==> config.mk <==
export PLATFORM = sky130hd
export DESIGN_NAME = csel_top
export DESIGN_NICKNAME = d
export VERILOG_FILES = /design/src/hw/csel_pkg.sv /design/src/hw/csel_debounce.sv /design/src/hw/csel_top.sv
export SDC_FILE = /design/constraint.sdc
export NUM_CORES = 1
export LEC_CHECK = 0
export BUFFER_PORTS_ARGS = -buffer_cell sky130_fd_sc_hd__buf_4
export CORE_MARGIN = 2
export CORE_UTILIZATION = 59
export CTS_CLUSTER_DIAMETER = 150
export DETAILED_ROUTE_END_ITERATION = 10
export PLACE_DENSITY = 0.84
export RECOVER_POWER = 25
export SLEW_MARGIN = 40
export SYNTH_ARGS = -nofsm -noshare
export SYNTH_HDL_FRONTEND = slang
export SYNTH_SLANG_ARGS = --single-unit
==> constraint.sdc <==
create_clock -name clk_sys -period 2.9 [get_ports clk_sys]
set_input_delay 0.58 -clock clk_sys [delete_from_list [all_inputs] [get_ports clk_sys]]
set_output_delay 0.58 -clock clk_sys [all_outputs]
set_load 0.02 [all_outputs]
==> src/hw/csel_pkg.sv <==
// Constants shared by the configuration and reference select block
package csel_pkg;
	// Clock and timing
	localparam int CLK_PERIOD_PS  = 8_000;
	localparam int LIVE_DELAY_MS  = 10;
	localparam int LOAD_HOLD_MS   = 1;
	localparam int DEBOUNCE_NS    = 1_000;
	localparam int GUARD_NS       = 64;
	// Divide first: the plain product would overflow a 32-bit int
	localparam int LIVE_CYC_DEF   = LIVE_DELAY_MS * (1_000_000_000 / CLK_PERIOD_PS);
	localparam int HOLD_CYC_DEF   = LOAD_HOLD_MS * 1_000_000_000 / CLK_PERIOD_PS;
	localparam int DEBOUNCE_CYC   = (DEBOUNCE_NS * 1_000 + CLK_PERIOD_PS - 1) / CLK_PERIOD_PS;
	localparam int GUARD_CYC      = (GUARD_NS * 1_000 + CLK_PERIOD_PS - 1) / CLK_PERIOD_PS;
	localparam int SETTLE_CYC     = DEBOUNCE_CYC + 4;
	localparam int LIVE_W         = 21;
	localparam int HOLD_W         = 17;
	localparam int GUARD_W        = 4;
	localparam int DEB_W          = 8;

	// Serial register addresses and fields
	localparam logic [7:0] ADDR_TRIM      = 8'h12;
	localparam logic [7:0] ADDR_REFCTL    = 8'h13;
	localparam logic [7:0] ADDR_SPREAD    = 8'h14;
	localparam int         PRIM_BIT       = 1;
	localparam int         SM_LSB         = 6;
	localparam int         SM_MANUAL_BIT  = 1;
	localparam int         TRIM_LSB       = 0;
	localparam int         SPR_EN_BIT     = 0;
	localparam int         SPR_DOWN_BIT   = 1;
	localparam int         SPR_AMT_LSB    = 2;

	// Reset values
	localparam logic       PRIM_RST       = 1'b0;
	localparam logic [1:0] SM_RST         = 2'h0;
	localparam logic [5:0] TRIM_RST       = 6'h00;
	localparam logic [4:0] SPR_AMT_RST    = 5'h00;
	localparam logic [1:0] CFG_DEFAULT    = 2'h0;

	// Spread amount in 0.25 percent steps
	localparam logic [4:0] SPR_CTR_MIN    = 5'h01;
	localparam logic [4:0] SPR_CTR_MAX    = 5'h0A;
	localparam logic [4:0] SPR_DOWN_MIN   = 5'h02;
	localparam logic [4:0] SPR_DOWN_MAX   = 5'h14;

	typedef enum logic [1:0] {ST_POR, ST_HOLD, ST_RUN} csel_state_t;
	typedef enum logic {SW_IDLE, SW_GUARD} csel_sw_t;
endpackage

==> src/hw/csel_debounce.sv <==
// Synchroniser and debouncer for one board select pin
`timescale 1ns/1ps
module csel_debounce #(
	parameter int CYC = 125
) (
	input  wire logic clk_sys,
	input  wire logic rst_b,
	input  wire logic pin_raw,
	output logic      level_ff
);
	import csel_pkg::*;

	logic             s1_ff;
	logic             s2_ff;
	logic [DEB_W-1:0] cnt_ff;

	always_ff @(posedge clk_sys or negedge rst_b) begin
		if (!rst_b) begin
			s1_ff <= 1'b0;
			s2_ff <= 1'b0;
		end else begin
			s1_ff <= pin_raw;
			s2_ff <= s1_ff;
		end
	end

	// Floating pins read low, so the idle level is 0
	always_ff @(posedge clk_sys or negedge rst_b) begin
		if (!rst_b) begin
			cnt_ff   <= '0;
			level_ff <= 1'b0;
		end else if (s2_ff == level_ff) begin
			cnt_ff <= '0;
		end else if (cnt_ff == DEB_W'(CYC - 1)) begin
			cnt_ff   <= '0;
			level_ff <= s2_ff;
		end else begin
			cnt_ff <= cnt_ff + 1'b1;
		end
	end

	chk_debounce_stable: assert property (@(posedge clk_sys) disable iff (!rst_b)
		$changed(level_ff) |-> $past(s2_ff, 2) == level_ff && $past(s2_ff) == level_ff)
		else $error("debounced level changed without a stable input");
endmodule // csel_debounce

==> src/hw/csel_top.sv <==
// Configuration select and reference input select for the clock generator
`timescale 1ns/1ps
module csel_top #(
	parameter int LIVE_CYC = csel_pkg::LIVE_CYC_DEF,
	parameter int HOLD_CYC = csel_pkg::HOLD_CYC_DEF
) (
	input  wire logic clk_sys,
	input  wire logic rst_b,
	input  wire logic strap_serial_select_pin,
	input  wire logic config_select_hi,
	input  wire logic config_select_lo,
	input  wire logic stored_default_flag,
	input  wire logic input_select_pin,
	input  wire logic serial_wr_en,
	input  wire logic [7:0] serial_wr_addr,
	input  wire logic [7:0] serial_wr_data,
	input  wire logic serial_cfg_load,
	input  wire logic [1:0] serial_cfg_index,
	output logic      serial_enable_ff,
	output logic [1:0] cfg_index_ff,
	output logic      cfg_load_ff,
	output logic      defaults_load_ff,
	output logic      load_busy_ff,
	output logic      primary_source_bit_ff,
	output logic [1:0] switchover_mode_field_ff,
	output logic [5:0] crystal_load_trim_code_ff,
	output logic      ref_active_diff_ff,
	output logic      ref_gate_xtal_ff,
	output logic      ref_gate_diff_ff,
	output logic      spread_enable_ff,
	output logic      spread_down_ff,
	output logic [4:0] spread_amount_ff
);
	import csel_pkg::*;

	logic              strap_db;
	logic              sel_hi_db;
	logic              sel_lo_db;
	logic              in_sel_db;
	logic [LIVE_W-1:0] op_cnt_ff;
	logic              live_ok_ff;
	logic [HOLD_W-1:0] hold_cnt_ff;
	csel_state_t       state_ff;
	csel_sw_t          sw_ff;
	logic [GUARD_W-1:0] guard_cnt_ff;
	logic              tgt_diff_ff;
	logic              manual_mode;
	logic              want_diff;
	logic              por_done;
	logic              wr_ok;
	logic [1:0]        pins;
	logic [4:0]        nxt_amt;
	logic              nxt_down;

	csel_debounce #(.CYC(DEBOUNCE_CYC)) u_db_strap (.clk_sys(clk_sys), .rst_b(rst_b),
		.pin_raw(strap_serial_select_pin), .level_ff(strap_db));
	csel_debounce #(.CYC(DEBOUNCE_CYC)) u_db_hi (.clk_sys(clk_sys), .rst_b(rst_b),
		.pin_raw(config_select_hi), .level_ff(sel_hi_db));
	csel_debounce #(.CYC(DEBOUNCE_CYC)) u_db_lo (.clk_sys(clk_sys), .rst_b(rst_b),
		.pin_raw(config_select_lo), .level_ff(sel_lo_db));
	csel_debounce #(.CYC(DEBOUNCE_CYC)) u_db_in (.clk_sys(clk_sys), .rst_b(rst_b),
		.pin_raw(input_select_pin), .level_ff(in_sel_db));

	assign pins        = {sel_hi_db, sel_lo_db};
	assign por_done    = (op_cnt_ff >= LIVE_W'(SETTLE_CYC));
	assign wr_ok       = serial_wr_en && serial_enable_ff;
	assign manual_mode = !switchover_mode_field_ff[SM_MANUAL_BIT];
	assign want_diff   = in_sel_db ^ primary_source_bit_ff;

	// Time since reset release; saturates at the live-change threshold
	always_ff @(posedge clk_sys or negedge rst_b) begin
		if (!rst_b) begin
			op_cnt_ff  <= '0;
			live_ok_ff <= 1'b0;
		end else if (op_cnt_ff == LIVE_W'(LIVE_CYC - 1)) begin
			live_ok_ff <= 1'b1;
		end else begin
			op_cnt_ff <= op_cnt_ff + 1'b1;
		end
	end

	// Power-up latch, configuration loads and the post-load hold
	always_ff @(posedge clk_sys or negedge rst_b) begin
		if (!rst_b) begin
			state_ff         <= ST_POR;
			serial_enable_ff <= 1'b0;
			cfg_index_ff     <= CFG_DEFAULT;
			cfg_load_ff      <= 1'b0;
			defaults_load_ff <= 1'b0;
			load_busy_ff     <= 1'b1;
			hold_cnt_ff      <= '0;
		end else begin
			cfg_load_ff      <= 1'b0;
			defaults_load_ff <= 1'b0;
			unique case (state_ff)
				ST_POR: begin
					// Wait until the debouncers have seen the settled pin levels
					if (por_done) begin
						serial_enable_ff <= !strap_db;
						hold_cnt_ff      <= HOLD_W'(HOLD_CYC - 1);
						state_ff         <= ST_HOLD;
						if (strap_db) begin
							cfg_index_ff <= pins;
							cfg_load_ff  <= 1'b1;
						end else if (stored_default_flag) begin
							defaults_load_ff <= 1'b1;
						end else begin
							cfg_index_ff <= CFG_DEFAULT;
							cfg_load_ff  <= 1'b1;
						end
					end
				end
				ST_HOLD: begin
					// New settings need time to load; no pin change or serial load is taken meanwhile, though register writes still land
					if (hold_cnt_ff == '0) begin
						load_busy_ff <= 1'b0;
						state_ff     <= ST_RUN;
					end else begin
						hold_cnt_ff <= hold_cnt_ff - 1'b1;
					end
				end
				ST_RUN: begin
					if (!serial_enable_ff && !stored_default_flag && live_ok_ff
						&& pins != cfg_index_ff) begin
						cfg_index_ff <= pins;
						cfg_load_ff  <= 1'b1;
						load_busy_ff <= 1'b1;
						hold_cnt_ff  <= HOLD_W'(HOLD_CYC - 1);
						state_ff     <= ST_HOLD;
					end else if (serial_enable_ff && serial_cfg_load) begin
						cfg_index_ff <= serial_cfg_index;
						cfg_load_ff  <= 1'b1;
						load_busy_ff <= 1'b1;
						hold_cnt_ff  <= HOLD_W'(HOLD_CYC - 1);
						state_ff     <= ST_HOLD;
					end
				end
			endcase
		end
	end

	// Serial-written control fields; writes only land while serial access is on
	always_ff @(posedge clk_sys or negedge rst_b) begin
		if (!rst_b) begin
			primary_source_bit_ff    <= PRIM_RST;
			switchover_mode_field_ff <= SM_RST;
		end else if (wr_ok && serial_wr_addr == ADDR_REFCTL) begin
			primary_source_bit_ff    <= serial_wr_data[PRIM_BIT];
			switchover_mode_field_ff <= serial_wr_data[SM_LSB +: 2];
		end
	end

	always_ff @(posedge clk_sys or negedge rst_b) begin
		if (!rst_b) begin
			crystal_load_trim_code_ff <= TRIM_RST;
		end else if (wr_ok && serial_wr_addr == ADDR_TRIM) begin
			crystal_load_trim_code_ff <= serial_wr_data[TRIM_LSB +: 6];
		end
	end

	// Spread amount is clamped to what the divider modulation supports
	always_comb begin
		nxt_down = serial_wr_data[SPR_DOWN_BIT];
		nxt_amt  = serial_wr_data[SPR_AMT_LSB +: 5];
		if (nxt_down) begin
			if (nxt_amt < SPR_DOWN_MIN) nxt_amt = SPR_DOWN_MIN;
			if (nxt_amt > SPR_DOWN_MAX) nxt_amt = SPR_DOWN_MAX;
		end else begin
			if (nxt_amt < SPR_CTR_MIN) nxt_amt = SPR_CTR_MIN;
			if (nxt_amt > SPR_CTR_MAX) nxt_amt = SPR_CTR_MAX;
		end
	end

	always_ff @(posedge clk_sys or negedge rst_b) begin
		if (!rst_b) begin
			spread_enable_ff <= 1'b0;
			spread_down_ff   <= 1'b0;
			spread_amount_ff <= SPR_AMT_RST;
		end else if (wr_ok && serial_wr_addr == ADDR_SPREAD) begin
			spread_enable_ff <= serial_wr_data[SPR_EN_BIT];
			spread_down_ff   <= nxt_down;
			spread_amount_ff <= nxt_amt;
		end
	end

	// Break-before-make: both gates close for a guard time before the new one opens
	always_ff @(posedge clk_sys or negedge rst_b) begin
		if (!rst_b) begin
			sw_ff              <= SW_IDLE;
			guard_cnt_ff       <= '0;
			tgt_diff_ff        <= 1'b0;
			ref_active_diff_ff <= 1'b0;
			ref_gate_xtal_ff   <= 1'b1;
			ref_gate_diff_ff   <= 1'b0;
		end else begin
			unique case (sw_ff)
				SW_IDLE: begin
					if (manual_mode && want_diff != ref_active_diff_ff) begin
						tgt_diff_ff      <= want_diff;
						ref_gate_xtal_ff <= 1'b0;
						ref_gate_diff_ff <= 1'b0;
						guard_cnt_ff     <= GUARD_W'(GUARD_CYC - 1);
						sw_ff            <= SW_GUARD;
					end
				end
				SW_GUARD: begin
					if (guard_cnt_ff == '0) begin
						ref_active_diff_ff <= tgt_diff_ff;
						ref_gate_xtal_ff   <= !tgt_diff_ff;
						ref_gate_diff_ff   <= tgt_diff_ff;
						sw_ff              <= SW_IDLE;
					end else begin
						guard_cnt_ff <= guard_cnt_ff - 1'b1;
					end
				end
			endcase
		end
	end

	chk_por_pin_index: assert property (@(posedge clk_sys) disable iff (!rst_b)
		(state_ff == ST_POR && por_done && strap_db)
		|=> cfg_load_ff && cfg_index_ff == $past(pins) && !serial_enable_ff)
		else $error("power-up load did not follow the select pins");

	chk_por_serial_mode: assert property (@(posedge clk_sys) disable iff (!rst_b)
		(state_ff == ST_POR && por_done && !strap_db)
		|=> serial_enable_ff && (defaults_load_ff == $past(stored_default_flag))
			&& (cfg_load_ff == !$past(stored_default_flag)))
		else $error("strap-low power-up load wrong");

	chk_live_too_early: assert property (@(posedge clk_sys) disable iff (!rst_b)
		(state_ff == ST_RUN && (!live_ok_ff || stored_default_flag) && !serial_enable_ff)
		|=> !cfg_load_ff)
		else $error("select pin change honoured too early or with flag set");

	chk_load_hold_time: assert property (@(posedge clk_sys) disable iff (!rst_b)
		cfg_load_ff |-> load_busy_ff ##1 load_busy_ff [*8])
		else $error("busy not held after configuration load");

	chk_serial_no_pins: assert property (@(posedge clk_sys) disable iff (!rst_b)
		(state_ff == ST_RUN && serial_enable_ff && !serial_cfg_load) |=> !cfg_load_ff)
		else $error("pins loaded a configuration in serial mode");

	chk_prim_write: assert property (@(posedge clk_sys) disable iff (!rst_b)
		(serial_enable_ff && serial_wr_en && serial_wr_addr == 8'h13)
		|=> primary_source_bit_ff == $past(serial_wr_data[1]))
		else $error("primary source bit not written");

	chk_gate_exclusive: assert property (@(posedge clk_sys) disable iff (!rst_b)
		$changed(ref_active_diff_ff)
		|-> $past(!ref_gate_xtal_ff && !ref_gate_diff_ff, 1)
			&& $past(!ref_gate_xtal_ff && !ref_gate_diff_ff, 2))
		else $error("reference changed without a closed guard gap");

	chk_ref_choice: assert property (@(posedge clk_sys) disable iff (!rst_b)
		(sw_ff == SW_IDLE && manual_mode && want_diff != ref_active_diff_ff)
		|-> ##9 (ref_active_diff_ff == $past(want_diff, 9)))
		else $error("reference select did not follow pin and primary bit");

	chk_trim_locked: assert property (@(posedge clk_sys) disable iff (!rst_b)
		!serial_enable_ff |=> $stable(crystal_load_trim_code_ff))
		else $error("trim code changed without serial access");

	chk_spread_limit: assert property (@(posedge clk_sys) disable iff (!rst_b)
		spread_enable_ff |-> (spread_down_ff ? (spread_amount_ff >= 5'h02
			&& spread_amount_ff <= 5'h14) : (spread_amount_ff >= 5'h01
			&& spread_amount_ff <= 5'h0A)))
		else $error("spread amount out of range");
endmodule // csel_top

==> impl_summary.txt <==
----------------------------------------------------
[Route]
  Routed Wire Length ... 11600 µm
  DR pass1 iterations ... 5
  # DRC ... 0
  Remaining antenna violation count after routing ... 0
  WL/cell ... 16.5 µm
  Number of violations reported at the end of detailed-routing iteration 0 ... 255
  Per-cell via count in the routed design ... 5.92
  Number of vias after detailed routing ... 4182

[Job]
  # Max-Cap Violations ... 1

[Synthesis]
  Sequential fraction of the synthesis area ... 0.534
  Ys flop type ... sky130_fd_sc_hd__dfrtp_1
  Cell area after synthesis ... 5440 µm²
  Distinct cells, synth ... 50
  Nets in the synthesized netlist ... 554
  Post-synth EDFFs ... 0
  Post-synthesis sequential element count ... 116
  Post-synth ARST share ... 1.00
  Yosys Warn Count ... 0
  Syn_area_per_cell ... 10.6 µm²
  Synth Instances ... 515

[Floorplanning]
  Width of the chip ... 100 µm
  Starting density of the core ... 0.597
  Floorplan core area ... 9110 µm²
  Count of standard-cell rows ... 35
  Io pins ... 52
  Die outline area ... 10000 µm²
  Vertical die dimension ... 100 µm

[Pwr]
  Total power divided by cell area ... 605 nW/µm²
  Worst IR Drop VDD ... 0.429 mV
  Leakage power total ... 3.23 nW

[STA]
  Aggregate negative setup slack ... 0 ns
  Setup clock skew after layout ... 0.0127 ns
  RSZ-0062 raised after global routing ... no
  Final Slew Violations ... 36
  Time the final worst path needs with I/O delays and setup ... 2.58 ns
  Max-slew headroom at the worst pin ... -0.309
  Least-Margin Pin Slew ... 1.96 ns
  Fmax ... 387 MHz
  Part of the cycle the worst path needs ... 0.891
  Number of hold-slack violations in the final timing report ... 0
  Setup violations, final ... 0
  Hold Worst Slack ... 0.197 ns

[Critical path]
  WP data arrival ... 2.98 ns
  Cell class contributing the biggest share of worst-path delay ... simple AND/OR/NAND/NOR gates
  Delay contributed by the slowest stage of the critical path ... 0.51 ns
  Sort of element at the start of the critical path ... register
  CP max stage cell ... sky130_fd_sc_hd__or3b_2
  Nature of the critical path endpoint ... register
  Count of buffering cells on the critical path with inverters included ... 2
  Kind of critical path ... reg -> reg
  Ordered cell list for the critical path ... inv_1 > ha_1 > or3b_2 > nor4_1 > a22oi_1 > inv_1 > nor2_1 > mux2_2
  Cell mode on critical path ... sky130_fd_sc_hd__inv_1
  Largest fanout of any net on the critical path ... 9
  Data required time of the worst path ... 3.29 ns

[Layout]
  Number of filler instances in the final layout ... 620
  Antenna diode instance count ... 0
  Total area of multi-input combinational cells ... 2410 µm²
  Fraction of final layout cells sized beyond drive strength 1 ... 0.210
  Area growth, synth to finish ... 22.0%
  Total number of nets in the final design ... 621
  Area taken by flip-flops and latches ... 2910 µm²

[CTS]
  Clock root buffer master ... sky130_fd_sc_hd__clkbuf_8
  Total setup buffers inserted after CTS ... 0
  Latest clock arrival within the worst-skew pair ... 0.51 ns
  Number of buffers on the longest clock path ... 2
  Num CTS Buffers ... 17
  Hold-fix buffers at CTS ... 0
  Clk sink count ... 116
  TritonCTS clock tree ... built
  Number of levels the H-tree was split into ... 4
  Number of gates given a new drive strength after cts ... 0
  Clock Pin Slew Worst Setup and Hold Paths ... 0.06 ns

[GRT]
  Residual overflow from global routing ... 0
  GRT Util Overall ... 0.250
  Number of global-route vias before repair ... 4257
  First-pass GRT wire length ... 19800 µm
  Pin count of the biggest net entering global routing ... 82
  Number of antenna violations at the first check in global routing ... 0

[Placement]
  Number of port buffers ... 51
  Detailed placer's ending HPWL ... 7450 µm
  Weighted congestion at the end of routability-driven global placement ... 0.879

[Status]
  Violated checks ... capacitance limit, slew limit
  Result of the run ... finished, violations left

[Worst hold path]
  Classification of the worst-slack hold path ... in -> reg

----------------------------------------------------
per-layer routing:
metal,share of wire,up-vias,track usage
met1,0.43,2095,0.320
met5,0,-,0
met3,0.045,9,0.0599
met2,0.52,116,0.425
li1,-,1962,-
met4,0.0069,0,0.0780
cells in the mapped netlist (all sizes together), types with 2 or more instances:
cell    instances  area (µm²)
a21o            2        15.0
a21oi          19        95.1
a22o            2        17.5
a31oi           8        50.1
and2            6        37.5
and3           15        93.8
and4            4        35.0
buf             2        10.0
clkbuf          9        33.8
dfrtp         114        2850
dfstp           2        52.6
ha             12         150
inv            25        93.8
mux2           19         214
mux2i           2        20.0
nand2          28         105
nand2b          5        31.3
nand3          28         140
nand3b          2        15.0
nand4           7        43.8
nand4b          2        17.5
nor2           49         184
nor2b           2        12.5
nor3           20         100
nor3b           3        22.5
nor4            7        50.1
nor4b           3        32.5
o211ai          3        22.5
o21ai          15        75.1
o22ai           2        12.5
o31ai          11        82.6
o41ai           2        17.5
or2             6        37.5
or3             7        43.8
or3b            2        17.5
or4            11        83.8
xnor2          18         158
xor2           32         280
placed cells by master, fill, tap and decap left out, drive strengths merged, types with 8 or more instances in the layout:
master  synthesis  layout
a21oi          19      19
nor2           49      49
ha             12      12
xnor2          18      18
and3           15      15
nand2          28      28
mux2           19      19
or4            11      11
nor3           20      20
a31oi           8       8
buf             2      54
inv            25      28
o21ai          15      15
nand3          28      28
o31ai          11      11
dfrtp         114     114
xor2           32      32
clkbuf          9      24
cell families (layout without fill, tap and decap cells):
kind of cell | count (synthesis) | count (layout) | share of synthesized area
XOR/XNOR | 50 | 50 | 0.0805
adder cells (fa/ha/maj) | 12 | 12 | 0.0276
flip-flops | 116 | 116 | 0.534
multiplexers | 21 | 21 | 0.0430
AND/OR/NAND/NOR | 208 | 208 | 0.205
AO/OA/AOI/OAI | 72 | 72 | 0.0844
buffers and inverters | 36 | 116 | 0.0253
worst paths after layout:
kind | from | end | slack, ns | cells after the start
min reg2reg | u_db_strap.s1_ff | u_db_strap.s2_ff | 0.35 | 0
min | config_select_lo | u_db_lo.s1_ff | 0.20 | 1
max | hold_cnt_ff[0] | hold_cnt_ff[0] | 0.32 | 8
max in group asynchronous | rst_b | state_ff[0] | 1.07 | 2
min in group asynchronous | rst_b | crystal_load_trim_code_ff[5] | 0.61 | 1
max reg2reg | hold_cnt_ff[0] | hold_cnt_ff[0] | 0.32 | 8
sequential cells by signal, summed over array words and instances (netlist names), 2 cells and up:
name,cells
guard_cnt_ff,4
u_db_strap.cnt_ff,8
u_db_hi.cnt_ff,8
crystal_load_trim_code_ff,6
u_db_lo.cnt_ff,8
hold_cnt_ff,17
state_ff,2
op_cnt_ff,21
u_db_in.cnt_ff,8
cfg_index_ff,2
switchover_mode_field_ff,2
spread_amount_ff,5
through the flow:
| step | cells | power (mW) | setup slack, ns | utilization | area (µm²) |
|---|---|---|---|---|---|
| 2_1_floorplan | 515 | 1.73 | 0.459 | - | 5440 |
| 3_3_place_gp | 674 | 1.80 | 0.466 | 0.658 | 5990 |
| 3_5_place_dp | 674 | 1.81 | 0.355 | 0.658 | 5990 |
| 4_1_cts | 706 | 4.03 | 0.349 | 0.728 | 6630 |
| 5_1_grt | 706 | 4.12 | 0.0740 | 0.728 | 6630 |
| 6_report | 706 | 4.01 | 0.316 | 0.728 | 6630 |
cell type report:
class / count / share of cell area
Timing Repair Buffer: 59 / 0.0681
Tap cell: 111 / 0.0209
Sequential cell: 116 / 0.438
Clock inverter: 13 / 0.0296
Clock buffer: 19 / 0.0666
Multi-Input combinational cell: 363 / 0.363
Inverter: 25 / 0.0141
power by group:
part	internal, mW	switching [mW]	total, mW
registers	1.64	0.0199	1.66
logic	0.0499	0.0728	0.123
clock network	1.46	0.777	2.23
total	3.14	0.870	4.01
Note: power is estimated with default switching activity, not from simulation.
